## src/rtl/bdl_params.svh

```systemverilog
// constants for the byte and doubleword load unit
`ifndef BDL_PARAMS_SVH
`define BDL_PARAMS_SVH
`define BDL_OP_HI 31
`define BDL_OP_LO 26
`define BDL_BASE_HI 25
`define BDL_BASE_LO 21
`define BDL_TGT_HI 20
`define BDL_TGT_LO 16
`define BDL_DISP_HI 15
`define BDL_OP_LBS 6'h20
`define BDL_OP_LBZ 6'h24
`define BDL_OP_LD 6'h37
`define BDL_OP_LDC_PFX 4'hd
`define BDL_CP_ZERO 2'h0
`define BDL_EXC_NONE 3'h0
`define BDL_EXC_ADDR 3'h1
`define BDL_EXC_REFILL 3'h2
`define BDL_EXC_INVALID 3'h3
`define BDL_EXC_CPU 3'h4
`define BDL_EXC_BUS 3'h5
`endif

```

## src/rtl/bdl_pkg.sv

```systemverilog
// types shared by the load unit modules
package bdl_pkg;
    typedef enum logic [2:0] {
        BDL_K_NONE = 3'h0,
        BDL_K_BYTE_S = 3'h1,
        BDL_K_BYTE_Z = 3'h2,
        BDL_K_DW = 3'h3,
        BDL_K_DW_CP = 3'h4
    } bdl_kind_t;
    typedef enum logic [2:0] {
        BDL_S_IDLE = 3'b001,
        BDL_S_MEM = 3'b010,
        BDL_S_DONE = 3'b100
    } bdl_state_t;
endpackage : bdl_pkg

```

## src/rtl/bdl_dec_if.sv

```systemverilog
// decoded instruction carried from the decoder to the load engine
interface bdl_dec_if;
    import bdl_pkg::*;
    bdl_kind_t kind;
    logic [4:0] base;
    logic [4:0] tgt;
    logic [1:0] cp_unit;
    logic [15:0] disp;
    modport src (output kind, base, tgt, cp_unit, disp);
    modport dst (input kind, base, tgt, cp_unit, disp);
endinterface : bdl_dec_if

```

## src/rtl/bdl_decoder.sv

```systemverilog
// instruction word decoder for the load group
`include "bdl_params.svh"
module bdl_decoder import bdl_pkg::*; (
    // instruction
    input wire logic [31:0] instr,
    // decoded fields
    bdl_dec_if.src dec
);
    logic [5:0] op;
    always_comb begin
        op = instr[`BDL_OP_HI:`BDL_OP_LO];
        dec.base = instr[`BDL_BASE_HI:`BDL_BASE_LO];
        dec.tgt = instr[`BDL_TGT_HI:`BDL_TGT_LO];
        dec.disp = instr[`BDL_DISP_HI:0];
        dec.cp_unit = op[1:0];
        if (op == `BDL_OP_LBS) begin
            dec.kind = BDL_K_BYTE_S;
        end else if (op == `BDL_OP_LBZ) begin
            dec.kind = BDL_K_BYTE_Z;
        end else if (op == `BDL_OP_LD) begin
            dec.kind = BDL_K_DW;
        // the unit three code belongs to the plain doubleword load; unit zero is excluded
        end else if (op[5:2] == `BDL_OP_LDC_PFX && op[1:0] != `BDL_CP_ZERO) begin
            dec.kind = BDL_K_DW_CP;
        end else begin
            dec.kind = BDL_K_NONE;
        end
    end
endmodule : bdl_decoder

```

## src/rtl/bdl_lane.sv

```systemverilog
// byte lane picker and extension
module bdl_lane (
    // inputs
    input wire logic [63:0] data,
    input wire logic [2:0] virtual_address_lo,
    input wire logic big_endian,
    input wire logic mode64,
    input wire logic sign_ext,
    // result
    output logic [63:0] result
);
    logic [2:0] lane;
    logic [7:0] b;
    always_comb begin
        if (mode64) begin
            lane = virtual_address_lo ^ {3{big_endian}};
        end else begin
            lane = {1'b0, virtual_address_lo[1:0] ^ {2{big_endian}}};
        end
        b = data[{lane, 3'b000} +: 8];
        if (sign_ext) begin
            result = {{56{b[7]}}, b};
        end else begin
            result = {56'h0000_0000_0000_00, b};
        end
    end
endmodule : bdl_lane

```

## src/rtl/bdl_load_unit.sv

```systemverilog
// byte and doubleword load execution unit
`include "bdl_params.svh"
module bdl_load_unit import bdl_pkg::*; #(
    parameter int PADDR_W = 36
) (
    // clock and reset
    input wire logic clk,
    input wire logic sys_rst,
    // issue
    input wire logic issue_valid,
    input wire logic [31:0] issue_instr,
    output logic issue_ready_q,
    // mode
    input wire logic mode64,
    input wire logic processor_big_endian_flag,
    input wire logic reverse_byte_order_flag,
    input wire logic [3:0] cp_usable,
    // general register read
    output logic [4:0] gr_raddr_q,
    input wire logic [63:0] gr_rdata,
    // translation and memory
    output logic mem_req_q,
    output logic [63:0] mem_virtual_address_q,
    output logic mem_dw_q,
    output logic mem_rev_q,
    input wire logic mem_ack,
    input wire logic [PADDR_W-1:0] mem_paddr,
    input wire logic tlb_refill,
    input wire logic tlb_invalid,
    input wire logic bus_error,
    input wire logic [63:0] mem_rdata,
    output logic [PADDR_W-1:0] mem_paddr_q,
    // general register write
    output logic gr_we_q,
    output logic [4:0] gr_waddr_q,
    output logic [63:0] gr_wdata_q,
    // coprocessor delivery
    output logic cp_we_q,
    output logic [1:0] cp_unit_q,
    output logic [4:0] cp_reg_q,
    output logic [63:0] cp_data_q,
    // exceptions
    output logic exc_valid_q,
    output logic [2:0] exc_code_q,
    output logic done_q
);
    bdl_dec_if dec_bus();
    bdl_decoder u_dec (
        .instr(issue_instr),
        .dec(dec_bus)
    );

    // ==========================================
    // held request
    bdl_state_t st_q, st_d;
    bdl_kind_t kind_q, kind_d;
    logic [4:0] tgt_q, tgt_d;
    logic [1:0] unit_q, unit_d;
    logic [15:0] disp_q, disp_d;
    logic [63:0] ea;
    logic [63:0] lane_res;
    logic issue_ready_d, mem_req_d, mem_dw_d, mem_rev_d, gr_we_d, cp_we_d;
    logic exc_valid_d, done_d;
    logic [4:0] gr_raddr_d, gr_waddr_d, cp_reg_d;
    logic [63:0] mem_virtual_address_d, gr_wdata_d, cp_data_d;
    logic [2:0] exc_code_d;
    logic [1:0] cp_unit_d;
    logic [PADDR_W-1:0] mem_paddr_d;
    logic [2:0] early_code;

    function automatic logic [PADDR_W-1:0] flip_low(input logic [PADDR_W-1:0] pa,
                                                   input logic m64, input logic rev);
        logic [PADDR_W-1:0] r;
        r = pa;
        if (m64) begin
            r[2:0] = pa[2:0] ^ {3{rev}};
        end else begin
            r[1:0] = pa[1:0] ^ {2{rev}};
        end
        return r;
    endfunction : flip_low

    // both doubleword kinds share the alignment check and the full-width fetch
    function automatic logic is_dw(input bdl_kind_t k);
        return (k == BDL_K_DW) || (k == BDL_K_DW_CP);
    endfunction : is_dw

    // checked before translation; byte kinds never reach the alignment test
    function automatic logic [2:0] early_exc(input bdl_kind_t k, input logic usable,
                                             input logic [2:0] ea_lo);
        logic [2:0] code;
        code = `BDL_EXC_NONE;
        if (k == BDL_K_DW_CP && !usable) begin
            code = `BDL_EXC_CPU;
        end else if (is_dw(k) && ea_lo != 3'h0) begin
            code = `BDL_EXC_ADDR;
        end
        return code;
    endfunction : early_exc

    // refill wins over invalid, invalid over a bus fault
    function automatic logic [2:0] ack_exc(input logic refill, input logic invalid,
                                           input logic berr);
        logic [2:0] code;
        code = `BDL_EXC_NONE;
        if (refill) begin
            code = `BDL_EXC_REFILL;
        end else if (invalid) begin
            code = `BDL_EXC_INVALID;
        end else if (berr) begin
            code = `BDL_EXC_BUS;
        end
        return code;
    endfunction : ack_exc

    // the base register is read one cycle ahead; gr_rdata belongs to gr_raddr_q
    assign ea = gr_rdata + {{48{disp_q[`BDL_DISP_HI]}}, disp_q};
    assign early_code = early_exc(kind_q, cp_usable[unit_q], ea[2:0]);

    bdl_lane u_lane (
        .data(mem_rdata),
        .virtual_address_lo(mem_virtual_address_q[2:0]),
        .big_endian(processor_big_endian_flag),
        .mode64(mode64),
        .sign_ext(kind_q == BDL_K_BYTE_S),
        .result(lane_res)
    );

    // ==========================================
    // sequencer
    always_comb begin
        st_d = st_q;
        kind_d = kind_q;
        tgt_d = tgt_q;
        unit_d = unit_q;
        disp_d = disp_q;
        issue_ready_d = 1'b0;
        gr_raddr_d = gr_raddr_q;
        mem_req_d = 1'b0;
        mem_virtual_address_d = mem_virtual_address_q;
        mem_dw_d = mem_dw_q;
        mem_rev_d = mem_rev_q;
        case (st_q)
            BDL_S_IDLE: begin
                issue_ready_d = 1'b1;
                if (issue_valid && issue_ready_q) begin
                    issue_ready_d = 1'b0;
                    kind_d = dec_bus.kind;
                    tgt_d = dec_bus.tgt;
                    unit_d = dec_bus.cp_unit;
                    disp_d = dec_bus.disp;
                    gr_raddr_d = dec_bus.base;
                    st_d = BDL_S_MEM;
                end
            end
            BDL_S_MEM: begin
                mem_virtual_address_d = ea;
                mem_dw_d = is_dw(kind_q);
                mem_rev_d = reverse_byte_order_flag;
                // early exceptions and unknown codes finish here, nothing goes to memory
                if (kind_q == BDL_K_NONE || early_code != `BDL_EXC_NONE) begin
                    st_d = BDL_S_IDLE;
                end else begin
                    mem_req_d = 1'b1;
                    st_d = BDL_S_DONE;
                end
            end
            BDL_S_DONE: begin
                mem_req_d = 1'b1;
                if (mem_ack) begin
                    mem_req_d = 1'b0;
                    st_d = BDL_S_IDLE;
                end
            end
            default: begin
                st_d = BDL_S_IDLE;
            end
        endcase
    end

    always_ff @(posedge clk or posedge sys_rst) begin
        if (sys_rst) begin
            st_q <= BDL_S_IDLE;
            kind_q <= BDL_K_NONE;
            tgt_q <= 5'h00;
            unit_q <= 2'h0;
            disp_q <= 16'h0000;
            issue_ready_q <= 1'b0;
            gr_raddr_q <= 5'h00;
            mem_req_q <= 1'b0;
            mem_virtual_address_q <= 64'h0000_0000_0000_0000;
            mem_dw_q <= 1'b0;
            mem_rev_q <= 1'b0;
        end else begin
            st_q <= st_d;
            kind_q <= kind_d;
            tgt_q <= tgt_d;
            unit_q <= unit_d;
            disp_q <= disp_d;
            issue_ready_q <= issue_ready_d;
            gr_raddr_q <= gr_raddr_d;
            mem_req_q <= mem_req_d;
            mem_virtual_address_q <= mem_virtual_address_d;
            mem_dw_q <= mem_dw_d;
            mem_rev_q <= mem_rev_d;
        end
    end

    // ==========================================
    // results
    always_comb begin
        mem_paddr_d = mem_paddr_q;
        gr_we_d = 1'b0;
        gr_waddr_d = gr_waddr_q;
        gr_wdata_d = gr_wdata_q;
        cp_we_d = 1'b0;
        cp_unit_d = cp_unit_q;
        cp_reg_d = cp_reg_q;
        cp_data_d = cp_data_q;
        exc_valid_d = 1'b0;
        exc_code_d = `BDL_EXC_NONE;
        done_d = 1'b0;
        case (st_q)
            BDL_S_MEM: begin
                if (kind_q == BDL_K_NONE) begin
                    done_d = 1'b1;
                end else if (early_code != `BDL_EXC_NONE) begin
                    exc_valid_d = 1'b1;
                    exc_code_d = early_code;
                    done_d = 1'b1;
                end
            end
            BDL_S_DONE: begin
                if (mem_ack) begin
                    done_d = 1'b1;
                    mem_paddr_d = mem_dw_q ? mem_paddr
                                           : flip_low(mem_paddr, mode64, mem_rev_q);
                    exc_code_d = ack_exc(tlb_refill, tlb_invalid, bus_error);
                    if (exc_code_d != `BDL_EXC_NONE) begin
                        exc_valid_d = 1'b1;
                    end else if (kind_q == BDL_K_DW_CP) begin
                        cp_we_d = 1'b1;
                        cp_unit_d = unit_q;
                        cp_reg_d = tgt_q;
                        cp_data_d = mem_rdata;
                    end else begin
                        gr_we_d = 1'b1;
                        gr_waddr_d = tgt_q;
                        gr_wdata_d = (kind_q == BDL_K_DW) ? mem_rdata : lane_res;
                    end
                end
            end
            default: begin
                done_d = 1'b0;
            end
        endcase
    end

    always_ff @(posedge clk or posedge sys_rst) begin
        if (sys_rst) begin
            mem_paddr_q <= '0;
            gr_we_q <= 1'b0;
            gr_waddr_q <= 5'h00;
            gr_wdata_q <= 64'h0000_0000_0000_0000;
            cp_we_q <= 1'b0;
            cp_unit_q <= 2'h0;
            cp_reg_q <= 5'h00;
            cp_data_q <= 64'h0000_0000_0000_0000;
            exc_valid_q <= 1'b0;
            exc_code_q <= `BDL_EXC_NONE;
            done_q <= 1'b0;
        end else begin
            mem_paddr_q <= mem_paddr_d;
            gr_we_q <= gr_we_d;
            gr_waddr_q <= gr_waddr_d;
            gr_wdata_q <= gr_wdata_d;
            cp_we_q <= cp_we_d;
            cp_unit_q <= cp_unit_d;
            cp_reg_q <= cp_reg_d;
            cp_data_q <= cp_data_d;
            exc_valid_q <= exc_valid_d;
            exc_code_q <= exc_code_d;
            done_q <= done_d;
        end
    end
endmodule : bdl_load_unit

```

## config.mk

```make
export PLATFORM = sky130hd
export DESIGN_NAME = bdl_load_unit
export DESIGN_NICKNAME = d
export VERILOG_FILES = /design/src/rtl/bdl_pkg.sv /design/src/rtl/bdl_dec_if.sv /design/src/rtl/bdl_decoder.sv /design/src/rtl/bdl_lane.sv /design/src/rtl/bdl_load_unit.sv
export VERILOG_INCLUDE_DIRS = /design/src /design/src/rtl
export SDC_FILE = /design/constraint.sdc
export NUM_CORES = 1
export LEC_CHECK = 0
export BUFFER_PORTS_ARGS = -buffer_cell sky130_fd_sc_hd__buf_4
export CORE_ASPECT_RATIO = 0.6
export CORE_MARGIN = 2
export CORE_UTILIZATION = 50
export CTS_BUF_LIST = sky130_fd_sc_hd__clkbuf_2 sky130_fd_sc_hd__clkbuf_4 sky130_fd_sc_hd__clkbuf_8
export CTS_CLUSTER_DIAMETER = 60
export DETAILED_ROUTE_END_ITERATION = 6
export HOLD_SLACK_MARGIN = 0.1
export PLACE_DENSITY = 0.8
export SETUP_SLACK_MARGIN = 0.2
export SLEW_MARGIN = 20
export SYNTH_ARGS = -nofsm -noshare
export SYNTH_HDL_FRONTEND = slang
export SYNTH_HIERARCHICAL = 1
export SYNTH_SLANG_ARGS = --single-unit
```

## constraint.sdc

```tcl
create_clock -name clk -period 9.4 [get_ports clk]
set_input_delay 1.41 -clock clk [delete_from_list [all_inputs] [get_ports clk]]
set_output_delay 1.41 -clock clk [all_outputs]
set_load 0.05 [all_outputs]
```

==> results.toml <==
[worst_setup_path]
cp_cell_sequence = "buf_4 > ha_1 > inv_1 > fa_1 > and2b_1 > o2111ai_2 > a21oi_1 > a311oi_2 > o21bai_1 > a21boi_1 > o21ai_1 > a31oi_1 > xor2_1 > o21ai_1"
cpMostUsedCell = "o21ai_1"
crit_type = "in -> reg"
arrival_ns = 4.61
slowest_delay_ns = 0.59
worstSetupStartpoint = "gr_rdata[0]"
r2r_start = "disp_q[15]$_DFFE_PP0P_"
cp-start-kind = "input pin"
crit_buf_inv = 2
cp_top_family = "compound AO/OA/AOI/OAI gates"
cp-end-kind = "flop"
crit_fanout = 4
slowest_stage = "a21boi_1"
cp_data_required_time_ns = 9.82

[yosys]
synth_top_area_share = 0.423
synth.cell_area_sq_um = 16800
synth-async-reset-ratio = 1.00
synthTopCellsByCount = "nand2_1 (535), dfrtp_1 (284), o21ai_0 (155)"
synth_area_leaders = "dfrtp_1 (42%), nand2_1 (12%), ha_1 (4.7%), o21ai_0 (4.6%), mux2i_1 (4.1%)"
ys_seq_area_frac = 0.424
synthCells = 1833
synth_edf_count = 0
synth_top_area_cell = "dfrtp_1"
ys_seq_elements = 285
synth_warnings = 6
synth_area_per_cell_sq_um = 9.17
synth_most_common_cell = "nand2_1"
syn_nets = 2107
synth_ff_type = "dfrtp_1"
ys_types = 90

[hold_path]
min_from = "tgt_q[0]$_DFFE_PP0P_"
hold_class = "reg -> reg"

[power]
pwr-share-seq = 0.265
peakVddDrop_mv = 0.254
clkPwrFrac = 0.178
p_leak_uw = 0.0111
power_density_nw_per_um2 = 299
p_sw_uw = 2930
power.internal_uw = 3310
swShare = 0.469
p_comb_frac = 0.558

[placement]
place_congestion = 0.974
place_ws_ns = 4.82
placedCellCount = 2581
dpl.hpwl_mm = 42.1
port_buffers = 465

[drt]
firstDrtPassIters = 7
vias_per_cell = 5.70
wl_per_cell_microns = 21.3
drt_iter0_markers = 1338
antenna_left = 0
wirelength_mm = 56.5
num_vias = 15200
drc = 1

[grt]
grt_max_degree = 141
antenna_found_initial = 5
grt_usage = 0.312
grt_pass1_vias = 14600
overflow = 0
grt_pass1_wl_mm = 84.8

[timing]
maxSlewHeadroom = 0.363
worst_slew_pin_slew_ns = 0.956
finalHoldViolations = 0
fin_crit_ns = 4.20
setup_viol = 0
skew_ns = 0.0310
drv_slew = 0
setup_ws_ns = 5.20
max_freq_mhz = 238
grt_setup_unrepaired = "false"
fin_tns_setup_ns = 0
period_share = 0.446

[die]
dieArea_sq_um = 35100
initial_core_util = 0.513
num_io_pins = 466
core_sq_um = 32700
rows = 51
die_height_microns = 146
fp.dieW_microns = 241

[clock_network]
cts_root_buffer = "clkbuf_8"
htree_levels = 2
clock_path_buffers = 3
clk_latency_ns = 0.58
cts_tree = "yes"
clk_pin_slew_ns = 0.06
cts_sinks = 285
tritoncts.num_buffers = 45
postCtsHoldBufs = 0
cts_resized = 0
cts_setup_buffers = 0

[run_status]
status = "finished, violations left"
violations = "design-rule violations"

[job]
maxCapViolCount = 0

[finish]
final_cell_count_no_fill = 2659
drive_gt1_frac = 0.287
area_delta_synth_final_pct = 24.3
post-route-util = 0.638
nets = 2452
## power by group through the flow
stage	registers (uW)	clock network, uW	logic, uW
6_report	1650	1110	3480
3_3_place_gp	1660	0	3350
4_1_cts	1650	1130	3420
3_5_place_dp	1670	0	3400
5_1_grt	1680	1190	3700
2_1_floorplan	2280	0	1860
## final timing paths
check	cells after the start	slack [ns]	end
min	2	0.47	gr_waddr_q[0]$_DFFE_PP0P_
min in group asynchronous	2	0.95	mem_virtual_address_q[17]$_DFFE_PP0P_
max reg2reg	12	5.35	mem_virtual_address_q[62]$_DFFE_PP0P_
max	14	5.20	mem_virtual_address_q[62]$_DFFE_PP0P_
max in group asynchronous	3	7.07	mem_virtual_address_q[51]$_DFFE_PP0P_
min reg2reg	2	0.47	gr_waddr_q[0]$_DFFE_PP0P_
## cells by family (layout without fill, tap and decap cells)
group           Yosys count  in the layout  share of synthesized area
simple gates            680            680                      0.169
flops                   285            285                      0.424
xor+xnor                 63             63                     0.0328
mux                     128            128                      0.104
compound gates          403            403                      0.152
other cells               0              5                          0
fa+ha+maj                64             64                     0.0481
buf+inv                 210            581                     0.0700
## flip-flops by register name (all words and copies together) (netlist names), 2 cells and up
signal,count
kind_q,3
disp_q,16
cp_unit_q,2
unit_q,2
cp_data_q,64
cp_reg_q,5
gr_raddr_q,5
tgt_q,5
gr_wdata_q,64
gr_waddr_q,5
exc_code_q,3
mem_virtual_address_q,64
st_q,3
mem_paddr_q,36
## stage by stage
| step | hold slack (ns) | cell area [sq um] | power [uW] |
|---|---|---|---|
| floorplan | 0.457 | 16800 | 4140 |
| global route | 0.498 | 20900 | 6570 |
| finish | 0.468 | 20900 | 6240 |
| global placement | 0.459 | 19900 | 5010 |
| CTS | 0.479 | 20900 | 6200 |
| detailed placement | 0.463 | 19900 | 5070 |
## cells in the final DEF (no fill, tap or decap), types with 7 or more instances in the layout
cell / instances
nand2_1: 533
buf_4: 478
dfrtp_1: 284
o21ai_0: 155
a21oi_1: 73
mux2i_1: 68
ha_1: 63
clkbuf_8: 56
a21o_1: 47
nor2_1: 42
xnor2_1: 33
xor2_1: 30
mux2_2: 30
inv_1: 26
nand4_1: 18
nand3_1: 17
mux4_2: 17
a22oi_1: 17
o21bai_1: 15
nor3_1: 14
o21ai_1: 13
mux4_1: 13
and3_1: 10
a31oi_1: 10
clkbuf_4: 10
and2_1: 7
## per-layer routing
layer | global-route usage | routed length [microns] | share of wire
met2 | 0.456 | 24700 | 0.44
met5 | 0 | 0 | 0
met3 | 0.0874 | 5440 | 0.096
met1 | 0.443 | 24400 | 0.43
met4 | 0.108 | 1990 | 0.035
## worst register-to-register path, cell delays in order (launching register included)
cell      delay, ns
dfrtp_1        0.33
buf_4          0.48
ha_1           0.47
a21oi_1        0.25
o21ai_0        0.18
a311oi_1       0.42
o211ai_1       0.17
o21bai_1       0.24
a21boi_1       0.59
o21ai_1        0.30
a31oi_1        0.26
xor2_1         0.16
o21ai_1        0.07
## cell type report
| type | instances | area, sq um |
|---|---|---|
| diodes | 5 | 12.5 |
| clock buffers | 66 | 846 |
| clock inverters | 7 | 70.1 |
| repair buffers | 480 | 3620 |
| multi-input cells | 1338 | 8530 |
| well taps | 450 | 563 |
| flip-flops and latches | 285 | 7130 |
| fillers | 2710 | 11900 |
| inverters | 28 | 109 |
Power figures use the tool's default switching activity.
